### src/design/ast_defs.svh
// Offsets, field positions, reset values and timing counts of the serial transceiver.
`ifndef AST_DEFS_SVH
`define AST_DEFS_SVH

// ----------------------------------------------------------------------------
// Register offsets
// ----------------------------------------------------------------------------
`define AST_OFF_CTRL   12'h000
`define AST_OFF_BAUD   12'h004
`define AST_OFF_TXDATA 12'h008
`define AST_OFF_RXDATA 12'h00c
`define AST_OFF_STATUS 12'h010

// ----------------------------------------------------------------------------
// Field positions and reset values
// ----------------------------------------------------------------------------
`define AST_CTRL_W     13
`define AST_ST_HOLD_EMPTY 0
`define AST_ST_SHIFT_EMPTY 1
`define AST_ST_RX_AVAIL 2
`define AST_ST_OVERRUN 3
`define AST_ST_BREAK   4
`define AST_ST_ABAUD   5
`define AST_RX_FERR    9
`define AST_BAUD_RST   16'h000c
`define AST_CTRL_RST   13'h0000

// ----------------------------------------------------------------------------
// Timing counts
// ----------------------------------------------------------------------------
`define AST_OVERSAMPLE 5'd16
`define AST_MID_SUB    4'd7
`define AST_LAST_SUB   4'd15
`define AST_BREAK_BITS 4'd13
`define AST_ABAUD_FALLS 3'd3
`define AST_ABAUD_SHIFT 7
`define AST_RX_DEPTH   2'd2

`endif

### src/design/ast_pkg.sv
// Types shared by the serial transceiver.
package ast_pkg;

    // ------------------------------------------------------------------------
    // Control word, written by software in one piece
    // ------------------------------------------------------------------------
    typedef struct packed {
        logic wake_en;
        logic auto_baud;
        logic send_break;
        logic brg16;
        logic pol;
        logic addr_det;
        logic ninth;
        logic nine_bit;
        logic host;
        logic sync;
        logic rx_en;
        logic tx_en;
        logic enable;
    } ast_ctrl_t;

    typedef struct packed {
        logic       ferr;
        logic [8:0] data;
    } ast_rx_t;

    typedef enum {TX_IDLE, TX_LOAD, TX_START, TX_DATA, TX_BRK, TX_STOP, TX_SYNC} ast_txs_t;
    typedef enum {RX_IDLE, RX_START, RX_DATA, RX_STOP} ast_rxs_t;

endpackage : ast_pkg

### src/design/ast_top.sv
// Asynchronous and synchronous serial transceiver with APB register access.
`include "ast_defs.svh"
`timescale 1ns/1ps
`default_nettype none

module ast_top
    import ast_pkg::*;
(
    input  wire logic        SYS_CLK,
    input  wire logic        RESET_N,
    input  wire logic        PSEL,
    input  wire logic        PENABLE,
    input  wire logic        PWRITE,
    input  wire logic [11:0] PADDR,
    input  wire logic [31:0] PWDATA,
    output logic      [31:0] PRDATA,
    output logic             PREADY,
    output logic             PSLVERR,
    input  wire logic        TX_OR_CLOCK_PIN_I,
    output logic             TX_OR_CLOCK_PIN_O,
    output logic             TX_OR_CLOCK_PIN_OE,
    input  wire logic        RX_OR_DATA_PIN_I,
    output logic             RX_OR_DATA_PIN_O,
    output logic             RX_OR_DATA_PIN_OE
);

    // ------------------------------------------------------------------------
    // Helpers
    // ------------------------------------------------------------------------
    function automatic logic [8:0] shift_in(input logic [8:0] s, input logic b,
                                            input logic nine);
        shift_in = nine ? {b, s[8:1]} : {1'b0, b, s[7:1]};
    endfunction : shift_in

    ast_ctrl_t   ctrl;
    logic [15:0] baud;
    logic [15:0] brg_cnt;
    logic [3:0]  tx_sub;
    logic [3:0]  tx_cnt;
    logic [8:0]  tx_shift;
    logic        tx_brk;
    logic        tx_line;
    logic        sdir;
    logic        sclk;
    logic        ck_prev;
    logic [8:0]  hold;
    logic        hold_brk;
    logic        hold_full;
    logic        shift_empty;
    ast_txs_t    txs;
    ast_rxs_t    rxs;
    logic [3:0]  rx_sub;
    logic [3:0]  rx_cnt;
    logic [8:0]  rx_shift;
    ast_rx_t     rx_mem [2];
    logic        rx_wp;
    logic        rx_rp;
    logic [1:0]  rx_count;
    logic        overrun;
    logic        brk_seen;
    logic        rx_prev;
    logic        ab_run;
    logic [2:0]  ab_falls;
    logic [19:0] ab_cnt;

    // ------------------------------------------------------------------------
    // Decode
    // ------------------------------------------------------------------------
    wire        setup    = PSEL & ~PENABLE;
    wire        access   = PSEL & PENABLE & PREADY;
    wire        wr       = access & PWRITE;
    wire        hit_ctrl = PADDR == `AST_OFF_CTRL;
    wire        hit_baud = PADDR == `AST_OFF_BAUD;
    wire        hit_tx   = PADDR == `AST_OFF_TXDATA;
    wire        hit_rx   = PADDR == `AST_OFF_RXDATA;
    wire        hit_st   = PADDR == `AST_OFF_STATUS;
    wire        mapped   = hit_ctrl | hit_baud | hit_tx | hit_rx | hit_st;
    wire        rx_pop   = access & ~PWRITE & hit_rx & (rx_count != 2'd0);
    wire        tx_write = wr & hit_tx & ~hold_full;
    wire        on       = ctrl.enable;
    wire [3:0]  nbits    = ctrl.nine_bit ? 4'd9 : 4'd8;
    wire [31:0] status   = {26'h0, ctrl.auto_baud, brk_seen, overrun, rx_count != 2'd0,
                            shift_empty, ~hold_full};
    wire [31:0] rd_value = hit_ctrl ? {19'h0, ctrl} :
                           hit_baud ? {16'h0, baud} :
                           hit_rx   ? {22'h0, rx_mem[rx_rp]} :
                           hit_st   ? status : 32'h0;

    // ------------------------------------------------------------------------
    // Baud generator: one tick per sixteenth of a bit
    // ------------------------------------------------------------------------
    wire [15:0] div    = ctrl.brg16 ? baud : {8'h00, baud[7:0]};
    wire        tick   = on & (brg_cnt >= div);
    wire        tx_bit = tick & (tx_sub == `AST_LAST_SUB);
    wire        half   = tick & (tx_sub[2:0] == 3'd7);

    // ------------------------------------------------------------------------
    // Synchronous clock edges
    // ------------------------------------------------------------------------
    wire ck_act  = TX_OR_CLOCK_PIN_I ^ ctrl.pol;
    wire s_lead  = ctrl.host ? (half & ~sclk) : (ck_act & ~ck_prev);
    wire s_trail = ctrl.host ? (half & sclk) : (~ck_act & ck_prev);
    wire s_last  = s_trail & (tx_cnt == nbits - 4'd1);
    wire s_go    = ctrl.sync & on & (hold_full & ctrl.tx_en | ctrl.rx_en);

    // ------------------------------------------------------------------------
    // Receive sampling and FIFO push
    // ------------------------------------------------------------------------
    wire       rx_in   = RX_OR_DATA_PIN_I;
    wire       rx_run  = on & ctrl.rx_en & ~ctrl.sync & ~ctrl.auto_baud;
    wire       rx_mid  = tick & (rx_sub == `AST_LAST_SUB);
    wire [8:0] rx_next = shift_in(rx_shift, rx_in, ctrl.nine_bit);
    wire       a_push  = rxs == RX_STOP && rx_mid;
    wire       a_ferr  = ~rx_in;
    wire       a_drop  = ctrl.nine_bit & ctrl.addr_det & ~rx_shift[8];
    wire       s_push  = txs == TX_SYNC && !sdir && s_last;
    wire [8:0] s_data  = shift_in(tx_shift, rx_in, ctrl.nine_bit);
    wire       push    = (a_push & ~a_drop) | s_push;
    wire       full    = rx_count == `AST_RX_DEPTH;
    wire       a_brk   = a_push & a_ferr & (rx_shift == 9'h000);
    wire       rx_fall = rx_prev & ~rx_in;
    wire       ab_done = ab_run & rx_fall & (ab_falls == `AST_ABAUD_FALLS);
    wire [15:0] ab_div = 16'(ab_cnt >> `AST_ABAUD_SHIFT) - 16'h0001;

    // ------------------------------------------------------------------------
    // APB slave: answers in the access phase, one wait-free cycle after setup
    // ------------------------------------------------------------------------
    always_ff @(posedge SYS_CLK or negedge RESET_N) begin
        if (!RESET_N) begin
            PREADY  <= 1'b0;
            PSLVERR <= 1'b0;
            PRDATA  <= 32'h0;
        end else begin
            PREADY  <= setup;
            PSLVERR <= setup & ~mapped;
            PRDATA  <= setup & ~PWRITE ? rd_value : 32'h0;
        end
    end

    always_ff @(posedge SYS_CLK or negedge RESET_N) begin
        if (!RESET_N) begin
            ctrl <= `AST_CTRL_RST;
            baud <= `AST_BAUD_RST;
        end else begin
            if (wr & hit_ctrl)
                ctrl <= ast_ctrl_t'(PWDATA[`AST_CTRL_W-1:0]);
            else if (ab_done)
                ctrl.auto_baud <= 1'b0;
            if (ab_done)
                baud <= ab_div;
            else if (wr & hit_baud)
                baud <= PWDATA[15:0];
        end
    end

    // ------------------------------------------------------------------------
    // Holding register
    // ------------------------------------------------------------------------
    always_ff @(posedge SYS_CLK or negedge RESET_N) begin
        if (!RESET_N) begin
            hold      <= 9'h000;
            hold_brk  <= 1'b0;
            hold_full <= 1'b0;
        end else begin
            if (tx_write) begin
                hold      <= {ctrl.ninth & ctrl.nine_bit, PWDATA[7:0]};
                hold_brk  <= ctrl.send_break & ~ctrl.sync;
                hold_full <= 1'b1;
            end else if (txs == TX_LOAD || (txs == TX_IDLE && s_go && hold_full && ctrl.tx_en)) begin
                hold_full <= 1'b0;
            end
        end
    end

    // ------------------------------------------------------------------------
    // Baud counter and transmitter sub-bit counter
    // ------------------------------------------------------------------------
    always_ff @(posedge SYS_CLK or negedge RESET_N) begin
        if (!RESET_N) begin
            brg_cnt <= 16'h0;
            tx_sub  <= 4'h0;
        end else begin
            brg_cnt <= tick || !on ? 16'h0 : brg_cnt + 16'h1;
            if (txs == TX_IDLE || txs == TX_LOAD)
                tx_sub <= 4'h0;
            else if (tick)
                tx_sub <= tx_sub + 4'h1;
        end
    end

    // ------------------------------------------------------------------------
    // Transmitter
    // ------------------------------------------------------------------------
    always_ff @(posedge SYS_CLK or negedge RESET_N) begin
        if (!RESET_N) begin
            txs         <= TX_IDLE;
            tx_cnt      <= 4'h0;
            tx_shift    <= 9'h000;
            tx_brk      <= 1'b0;
            tx_line     <= 1'b1;
            shift_empty <= 1'b1;
            sdir        <= 1'b0;
            sclk        <= 1'b0;
        end else begin
            case (txs)
                TX_IDLE: begin
                    tx_line <= 1'b1;
                    sclk    <= 1'b0;
                    tx_cnt  <= 4'h0;
                    if (s_go) begin
                        sdir        <= hold_full & ctrl.tx_en;
                        tx_shift    <= hold_full & ctrl.tx_en ? hold : 9'h000;
                        shift_empty <= ~(hold_full & ctrl.tx_en);
                        txs         <= TX_SYNC;
                    end else if (on & ctrl.tx_en & ~ctrl.sync & hold_full) begin
                        txs <= TX_LOAD;
                    end
                end
                TX_LOAD: begin
                    tx_shift    <= hold;
                    tx_brk      <= hold_brk;
                    shift_empty <= 1'b0;
                    tx_line     <= 1'b0;
                    txs         <= TX_START;
                end
                TX_START: begin
                    tx_line <= 1'b0;
                    if (tx_bit) begin
                        tx_cnt  <= 4'h1;
                        tx_line <= tx_brk ? 1'b0 : tx_shift[0];
                        txs     <= tx_brk ? TX_BRK : TX_DATA;
                    end
                end
                TX_DATA: begin
                    if (tx_bit) begin
                        tx_shift <= tx_shift >> 1;
                        tx_cnt   <= tx_cnt + 4'h1;
                        tx_line  <= tx_cnt == nbits ? 1'b1 : tx_shift[1];
                        if (tx_cnt == nbits)
                            txs <= TX_STOP;
                    end
                end
                TX_BRK: begin
                    tx_line <= 1'b0;
                    if (tx_bit) begin
                        tx_cnt <= tx_cnt + 4'h1;
                        if (tx_cnt == `AST_BREAK_BITS - 4'd1) begin
                            tx_line <= 1'b1;
                            txs     <= TX_STOP;
                        end
                    end
                end
                TX_STOP: begin
                    tx_line <= 1'b1;
                    if (tx_bit) begin
                        shift_empty <= 1'b1;
                        txs         <= hold_full && ctrl.tx_en ? TX_LOAD : TX_IDLE;
                    end
                end
                TX_SYNC: begin
                    if (ctrl.host && half)
                        sclk <= ~sclk;
                    if (s_trail) begin
                        tx_shift <= sdir ? tx_shift >> 1 : shift_in(tx_shift, rx_in, ctrl.nine_bit);
                        tx_cnt   <= tx_cnt + 4'h1;
                        if (s_last) begin
                            shift_empty <= 1'b1;
                            txs         <= TX_IDLE;
                        end
                    end
                    if (!on || !ctrl.sync)
                        txs <= TX_IDLE;
                end
                default: txs <= TX_IDLE;
            endcase
            if (!on && txs != TX_SYNC) begin
                txs         <= TX_IDLE;
                shift_empty <= 1'b1;
            end
        end
    end

    // ------------------------------------------------------------------------
    // Pin drivers
    // ------------------------------------------------------------------------
    wire next_ck_o  = ctrl.sync ? sclk ^ ctrl.pol : tx_line ^ ctrl.pol;
    wire next_ck_oe = on & (~ctrl.sync | ctrl.host);
    wire next_dt_oe = on & ctrl.sync & (txs == TX_SYNC) & sdir;

    always_ff @(posedge SYS_CLK or negedge RESET_N) begin
        if (!RESET_N) begin
            TX_OR_CLOCK_PIN_O  <= 1'b1;
            TX_OR_CLOCK_PIN_OE <= 1'b0;
            RX_OR_DATA_PIN_O  <= 1'b1;
            RX_OR_DATA_PIN_OE <= 1'b0;
            ck_prev  <= 1'b0;
        end else begin
            TX_OR_CLOCK_PIN_O  <= on ? next_ck_o : 1'b1;
            TX_OR_CLOCK_PIN_OE <= next_ck_oe;
            RX_OR_DATA_PIN_O  <= tx_shift[0];
            RX_OR_DATA_PIN_OE <= next_dt_oe;
            ck_prev  <= ck_act;
        end
    end

    // ------------------------------------------------------------------------
    // Asynchronous receiver
    // ------------------------------------------------------------------------
    always_ff @(posedge SYS_CLK or negedge RESET_N) begin
        if (!RESET_N) begin
            rxs      <= RX_IDLE;
            rx_sub   <= 4'h0;
            rx_cnt   <= 4'h0;
            rx_shift <= 9'h000;
        end else if (!rx_run) begin
            rxs <= RX_IDLE;
        end else begin
            if (tick)
                rx_sub <= rx_sub + 4'h1;
            case (rxs)
                RX_IDLE: begin
                    rx_sub   <= 4'h0;
                    rx_cnt   <= 4'h0;
                    rx_shift <= 9'h000;
                    if (!rx_in)
                        rxs <= RX_START;
                end
                RX_START: begin
                    if (tick && rx_sub == `AST_MID_SUB) begin
                        rx_sub <= 4'h0;
                        rxs    <= rx_in ? RX_IDLE : RX_DATA;
                    end
                end
                RX_DATA: begin
                    if (rx_mid) begin
                        rx_shift <= rx_next;
                        rx_cnt   <= rx_cnt + 4'h1;
                        if (rx_cnt == nbits - 4'd1)
                            rxs <= RX_STOP;
                    end
                end
                RX_STOP: begin
                    if (rx_mid)
                        rxs <= RX_IDLE;
                end
                default: rxs <= RX_IDLE;
            endcase
        end
    end

    // ------------------------------------------------------------------------
    // Two-entry receive FIFO; a character arriving while full is lost
    // ------------------------------------------------------------------------
    always_ff @(posedge SYS_CLK or negedge RESET_N) begin
        if (!RESET_N) begin
            rx_mem[0] <= '0;
            rx_mem[1] <= '0;
            rx_wp     <= 1'b0;
            rx_rp     <= 1'b0;
            rx_count  <= 2'd0;
        end else begin
            if (push && !full) begin
                rx_mem[rx_wp] <= s_push ? ast_rx_t'{1'b0, s_data} : ast_rx_t'{a_ferr, rx_shift};
                rx_wp         <= ~rx_wp;
            end
            if (rx_pop)
                rx_rp <= ~rx_rp;
            rx_count <= rx_count + {1'b0, push & ~full} - {1'b0, rx_pop};
        end
    end

    // ------------------------------------------------------------------------
    // Sticky flags: a set in the cycle of a clear wins
    // ------------------------------------------------------------------------
    wire clr_ov  = wr & hit_st & PWDATA[`AST_ST_OVERRUN];
    wire clr_brk = wr & hit_st & PWDATA[`AST_ST_BREAK];

    always_ff @(posedge SYS_CLK or negedge RESET_N) begin
        if (!RESET_N) begin
            overrun  <= 1'b0;
            brk_seen <= 1'b0;
        end else begin
            overrun  <= (push & full) | (overrun & ~clr_ov);
            brk_seen <= (a_brk & ctrl.wake_en) | (brk_seen & ~clr_brk);
        end
    end

    // ------------------------------------------------------------------------
    // Auto-baud: clocks from first to fifth falling edge span eight bits
    // ------------------------------------------------------------------------
    always_ff @(posedge SYS_CLK or negedge RESET_N) begin
        if (!RESET_N) begin
            rx_prev  <= 1'b1;
            ab_run   <= 1'b0;
            ab_falls <= 3'd0;
            ab_cnt   <= 20'h0;
        end else begin
            rx_prev <= rx_in;
            if (!ctrl.auto_baud || !on || ab_done) begin
                ab_run <= 1'b0;
            end else if (rx_fall && !ab_run) begin
                ab_run   <= 1'b1;
                ab_falls <= 3'd0;
                ab_cnt   <= 20'h1;
            end else if (ab_run) begin
                ab_cnt <= ab_cnt + 20'h1;
                if (rx_fall)
                    ab_falls <= ab_falls + 3'd1;
            end
        end
    end

endmodule : ast_top

`default_nettype wire

### config.mk
export PLATFORM = sky130hd
export DESIGN_NAME = ast_top
export DESIGN_NICKNAME = d
export VERILOG_FILES = /design/src/design/ast_pkg.sv /design/src/design/ast_top.sv
export VERILOG_INCLUDE_DIRS = /design/src /design/src/design
export SDC_FILE = /design/constraint.sdc
export NUM_CORES = 1
export LEC_CHECK = 0
export BUFFER_PORTS_ARGS = -buffer_cell sky130_fd_sc_hd__buf_2
export CELL_PAD_IN_SITES_DETAIL_PLACEMENT = 2
export CELL_PAD_IN_SITES_GLOBAL_PLACEMENT = 2
export CORE_UTILIZATION = 34
export DETAILED_ROUTE_END_ITERATION = 8
export GPL_TIMING_DRIVEN = 0
export MAX_ROUTING_LAYER = met4
export PLACE_DENSITY = 0.86
export RECOVER_POWER = 100
export SLEW_MARGIN = 10
export SYNTH_ARGS = -nofsm -noshare
export SYNTH_HDL_FRONTEND = slang
export SYNTH_SLANG_ARGS = --single-unit
export TNS_END_PERCENT = 1
### constraint.sdc
create_clock -name SYS_CLK -period 2.85 [get_ports SYS_CLK]
set_input_delay 0.285 -clock SYS_CLK [delete_from_list [all_inputs] [get_ports SYS_CLK]]
set_output_delay 0.285 -clock SYS_CLK [all_outputs]
set_load 0.05 [all_outputs]
-- After elaboration in Yosys (flattened, before gate mapping)
Cells that the tools add are included.
- memories kept: 0
- output and inout bits: 38
- memory bits (writable): 0
- latch bits: 0
- input bits: 51
- register bits after elaboration: 233
- ROM bits: 0
- bitwise gates (word level): 82
- order comparisons: 4
- add/sub/neg operators: 11
- equality and inequality tests: 51
- reduce and logical (&&, ||, !) cells: 57
- mux-type cells: 90
- multiply operators: 0
- div/mod/pow operators: 0
- shift operators: 0
- operators with widths (cell ; count):
    32-bit two-way mux ; 18
    32-bit one-hot mux with 7 select lines ; 1
    32-bit by 2-bit == test with 1-bit output, second input constant ; 5
    32-bit by 3-bit == test with 1-bit output, second input constant ; 4
    32-bit one-hot mux with 4 select lines ; 1
    16-bit two-way mux ; 7
    32-bit logical NOT ; 3
    9-bit two-way mux ; 8
    32-bit by 1-bit == test with 1-bit output, second input constant ; 2
    10-bit two-way mux ; 6
    1-bit AND ; 50
    3-bit != test, second input constant ; 14
    20-bit two-way mux ; 2
    9-bit one-hot mux with 4 select lines ; 1
    32-bit by 4-bit == test with 1-bit output, second input constant ; 1
    4-bit two-way mux ; 8
    32-bit by 4-bit != test with 1-bit output, second input constant ; 1
    12-bit by 4-bit == test with 1-bit output, second input constant ; 2
    1-bit two-way mux ; 23
    20-bit by 1-bit adder with 20-bit output, second input constant ; 1
    20-bit bitwise mux ; 1
    2-bit nonzero test ; 10
    1-bit inverter ; 18
    9-bit one-hot mux with 2 select lines ; 1
    other kinds (46) ; 107

-- Longest topological paths before layout
- word-level depth: 12
- mapped depth: 15
- gate-level depth less buffers: 12

-- Worst setup path after synthesis
No wires, ideal clock.
- path kind: reg-to-reg
- start point: reg ctrl[9] (netlist bit)
- end point: reg rx_mem[17] (netlist bit)
- cell stages (with the launch flop): 14
- data required time: 2.730 ns
- slack: 0.053 ns
- arrival: 2.677 ns
- cell sequence: dfrtp_1 > clkbuf_1 > nand2_1 > ha_1 > nand2_1 > o21a_1 > o221ai_1 > a22oi_2 > buf_6 > nor3_4 > a21bo_2 > buf_6 > o22a_2 > o22a_2
- word-level cells in the longest chain between the ends: 10
- ends and longest elaborated chain (element ; RTL line ; source):
    from (decl) ; ast_top.sv:35 ; ast_ctrl_t ctrl;
    from (signal assigned) ; ast_top.sv:142 ; ctrl <= `AST_CTRL_RST;
    from (signal assigned) ; ast_top.sv:146 ; ctrl <= ast_ctrl_t'(PWDATA[`AST_CTRL_W-1:0]);
    16-bit two-way mux * ; ast_top.sv:92 ; wire [15:0] div = ctrl.brg16 ? baud : {8'h00, baud[7:0]};
    16-bit greater-or-equal comparator * ; ast_top.sv:93 ; wire tick = on & (brg_cnt >= div);
    1-bit AND * ; ast_top.sv:93 ;
    1-bit AND ; ast_top.sv:95 ; wire half = tick & (tx_sub[2:0] == 3'd7);
    1-bit AND ; ast_top.sv:102 ; wire s_trail = ctrl.host ? (half & sclk) : (~ck_act & ck_prev);
    1-bit two-way mux ; ast_top.sv:102 ;
    1-bit AND ; ast_top.sv:103 ; wire s_last = s_trail & (tx_cnt == nbits - 4'd1);
    1-bit logical AND ; ast_top.sv:116 ; wire s_push = txs == TX_SYNC && !sdir && s_last;
    10-bit two-way mux / 1-bit bitwise OR (equally long branches) ; ast_top.sv:363, ast_top.sv:118 ;
    20-bit bitwise mux / 1-bit logical AND (equally long branches) ; ast_top.sv:363, ast_top.sv:362 ;
    to (signal, indexed assignment) ; ast_top.sv:363 ; rx_mem[rx_wp] <= s_push ? ast_rx_t'{1'b0, s_data} : ast_rx_t'{a_ferr, rx_shift};
    to (decl) ; ast_top.sv:55 ; ast_rx_t rx_mem [2];
Mark *: on every way between the ends. The rest lies on a longest branch, timed or not.
A chain may end at the register's enable or synchronous reset.

-- Worst setup path in the final report
- start point: reg baud[7]
- end point: reg rx_mem[4] (netlist bit)
- word-level cells in the longest chain between the ends: 10
- ends and longest elaborated chain (element ; RTL line ; source):
    from (decl) ; ast_top.sv:36 ; logic [15:0] baud;
    from (signal assigned) ; ast_top.sv:143 ; baud <= `AST_BAUD_RST;
    from (signal assigned) ; ast_top.sv:150 ; baud <= ab_div;
    from (signal assigned) ; ast_top.sv:152 ; baud <= PWDATA[15:0];
    16-bit two-way mux * ; ast_top.sv:92 ;
    16-bit greater-or-equal comparator * ; ast_top.sv:93 ;
    1-bit AND * ; ast_top.sv:93 ;
    1-bit AND ; ast_top.sv:95 ;
    1-bit AND ; ast_top.sv:102 ;
    1-bit two-way mux ; ast_top.sv:102 ;
    1-bit AND ; ast_top.sv:103 ;
    1-bit logical AND ; ast_top.sv:116 ;
    10-bit two-way mux / 1-bit bitwise OR (equally long branches) ; ast_top.sv:363, ast_top.sv:118 ;
    20-bit bitwise mux / 1-bit logical AND (equally long branches) ; ast_top.sv:363, ast_top.sv:362 ;
Marked as above.

==> reports/metrics.csv <==
metric,value,unit
PwrDens,456,mW/mm^2
violated checks,"max-capacitance violations, max-slew violations, negative setup slack",
Yosys Warn Count,0,
WP data required,3.18,ns
FMAX,309,MHz
mapped cell area,0.00925,mm^2
first-pass GRT wire length,55.6,mm
GRT Total Usage,26.9,%
area occupied by multi-input gates,0.00489,mm^2
DP HPWL,22.3,mm
Pleak,4.93,nW
Combinational Power Share,4.0,%
RSZ-0062 raised after global routing,yes,
Critical Path Start,baud[7],
Main synth FF type,dfrtp_1,
Pwr Total,5.14,mW
total negative setup slack,-18.11,ns
vias in the first global route,9173,
# fillers,2816,
GR Util met3,3.85,%
final worst-path setup slack,-0.383,ns
Pint,3.83,mW
share of layout cells above drive strength 1,22.3,%
Critical Path End Type,flop,
largest net degree at the start of global routing,106,
Initial Util,34.5,%
Clk pwr share,47.8,%
count of pins over their slew limit,79,
slowest CP cell,dfrtp_1,
WL/cell,27.0,um
WL final,38.5,mm
Worst path max stage delay,0.48,ns
post-detailed-route DRC marker count,0,
status,finished with violations,
grt peak-use layer,met2,
Sw Share,25.4,%
crit path DAT,3.56,ns
M2 GR Usage,45.3,%
final setup vio count,80,
GRT met1 Usage,31.7,%
clock root buffer master,clkbuf_16,
ANT nets after route,0,
count of different cell masters after synthesis,72,
IO buf count,56,
htree depth,4,
"Async S/R FF share, synth",100,%
die area,0.0279,mm^2
Critical Path Fanout Max,6,
Yosys reg bits,174,
Die H,167,um
Chip Width,167,um
CTS tree,done,
R2R setup slack,-0.38,ns
# clock sinks,174,
fin crit period,3.23,ns
FP Rows,60,
DR vias,8364,
R2R Path Start,baud[7],
maxcap violations,2,
nets,1148,
worst r2r dst,rx_mem[4],
Hold Fails Final Rpt,0,
sequential cell area fraction in the yosys report,47.2,%
Flop pwr share,48.2,%
TritonRoute pass-1 iters,7,
initial antenna violation count,2,
Worst-Margin Slew,1.87,ns
routability congestion estimate,0.880,
Worst-Skew Late Latency,0.46,ns
Crit Path Class,flop to flop,
Hold Crit Class,input pin to flop,
post-route design area,0.0113,mm^2
Worst-path clk slew,0.08,ns
vias per cell,5.88,
Peak VDD IR,0.374,mV
I/O pin count,89,
initial drt markers,660,
Cells after Synth,947,
Reg2Reg Depth,14,
Clock Skew,0.0165,ns
pre-CTS setup slack,-0.704,ns
clock buffer count from CTS,17,
"EDFF count, synth",0,
CTS max path bufs,2,
crit-path most repeated cell,buf_6,
syn_area_per_cell,9.77,um^2
Sequential cell area,0.00437,mm^2
total grt overflow,0,
Net Sw Power,1.30,mW
DP Area,0.0101,mm^2
max_slew headroom,-24.8,%
worst-path cell chain,inv_1 -> ha_4 -> nand2_1 -> or3_4 -> o221ai_4 -> a22oi_2 -> buf_6 -> buf_12 -> nor3_4 -> a21bo_4 -> buf_8 -> buf_6 -> o22a_4 -> o22a_1,
Core Region,0.0268,mm^2
worst setup path endpoint,rx_mem[4],
Layout area overhead,21.9,%
crit path launch type,flop,
period utilisation layout,113,%
## routing by layer
layer / wire length [um] / part of all wire (%) / vias up
met5: 0 / 0 / -
met4: 1680 / 4.4 / 0
met3: 1600 / 4.2 / 101
met2: 19300 / 50 / 300
met1: 15800 / 41 / 4379
li1: - / - / 3584
## worst min path at each step
stage	end	slack (ns)	from	cells past startpoint
2_1_floorplan	PRDATA[0]	-0.01	RESET_N	0
3_3_place_gp	RX_OR_DATA_PIN_O	0.43	tx_shift[0]	0
3_5_place_dp	tx_cnt[2]	0.28	RESET_N	1
4_1_cts	rx_prev	0.05	RX_OR_DATA_PIN_I	1
5_1_grt	ctrl[9]	0.1	PWDATA[9]	2
6_report	baud[14]	0.09	PWDATA[14]	3
## synthesized netlist by cell type, types with 12 or more instances
| library cell | instances | share of area, % |
|---|---|---|
| a21oi_1 | 45 | 2.4 |
| and3_1 | 13 | 0.88 |
| nand2_1 | 109 | 4.4 |
| nor2_1 | 97 | 3.9 |
| o22a_1 | 19 | 1.8 |
| nand3_1 | 27 | 1.5 |
| nor3_1 | 17 | 0.92 |
| xnor2_1 | 21 | 2.0 |
| inv_1 | 32 | 1.3 |
| nand4_1 | 12 | 0.81 |
| mux2_2 | 41 | 5.0 |
| clkbuf_1 | 30 | 1.2 |
| o21ai_0 | 52 | 2.8 |
| dfrtp_1 | 167 | 45 |
| xor2_1 | 30 | 2.8 |
| buf_4 | 16 | 1.3 |
| ha_1 | 29 | 3.9 |
| mux2i_1 | 16 | 1.7 |
## final cells by class
class,instances,area share [%]
antenna,1,0.0222
buffer,60,3.14
clock buffer,18,3.90
clock inverter,14,1.27
inverter,34,1.13
multi-input combinational,693,43.4
sequential,174,38.7
tap,341,3.78
timing repair buffer,88,4.65
## cells in the final DEF (no fill, tap or decap), types with 9 or more instances in the layout
cell type | synthesis | final
inv_1 | 32 | 30
o21ai_0 | 52 | 40
ha_1 | 29 | 20
mux2_2 | 41 | 41
nor3_1 | 17 | 13
nand4_1 | 12 | 12
clkbuf_1 | 30 | 52
dfrtp_1 | 167 | 165
nand2b_1 | 10 | 9
mux2i_1 | 16 | 16
nand2_1 | 109 | 102
xnor2_1 | 21 | 21
buf_2 | 7 | 35
clkbuf_16 | 0 | 17
conb_1 | 1 | 16
and3_1 | 13 | 13
buf_4 | 16 | 41
a21oi_1 | 45 | 41
a22o_1 | 10 | 10
nand3_1 | 27 | 27
nor2_1 | 97 | 94
o22a_1 | 19 | 19
a222oi_1 | 10 | 10
o21ai_1 | 0 | 10
xor2_1 | 30 | 30
## timing repair
item                                   4_1_cts  5_1_grt
setup endpoints to repair                   89       91
endpoints found under the hold margin       65        0
pin swaps                                   17       13
resized for setup                           52       58
setup buffers                               22        7
hold buffers                                 1        0
## logic make-up after synthesis
family          count (synthesis)  share of synthesized area (%)
simple gates                  334                           16.9
fa+ha+maj                      29                           3.92
other cells                     1                         0.0405
xor+xnor                       51                           4.83
compound gates                206                           15.6
buf+inv                        95                           4.84
mux                            57                           6.72
flops                         174                           47.2
## state kept, by name, summed over array words and instances, names as in the netlist, 9 cells and up
signal / flops
ctrl: 12
rx_mem: 20
baud: 16
tx_shift: 9
hold: 9
brg_cnt: 16
ab_cnt: 20
PRDATA: 16
rx_shift: 9
## through the flow
stage	instances	hold slack (ns)	utilization (%)
after detailed placement	1361	0.284	37.5
after CTS	1415	0.0494	41.1
final	1423	0.0914	42.1
after global placement	1359	0.433	37.4
after global routing	1423	0.0968	42.1
after floorplan	962	-0.0106	-
## power by group through the flow
stage          sequential (mW)  clock (mW)  combinational (mW)
6_report                  2.47        2.46               0.207
5_1_grt                   2.47        2.56               0.220
4_1_cts                   2.48        2.43               0.208
3_5_place_dp              2.52           0               0.202
3_3_place_gp              2.52           0               0.192
2_1_floorplan             2.53           0              0.0831
## worst max-delay path: cells and delay by family (launching register included)
kind	cells	cell delay, ns
AO/OA/AOI/OAI	5	1.02
adder cells (fa/ha/maj)	1	0.31
buffers and inverters	5	0.69
flip-flops	1	0.48
AND/OR/NAND/NOR	3	0.60
Power figures use the tool's default switching activity.
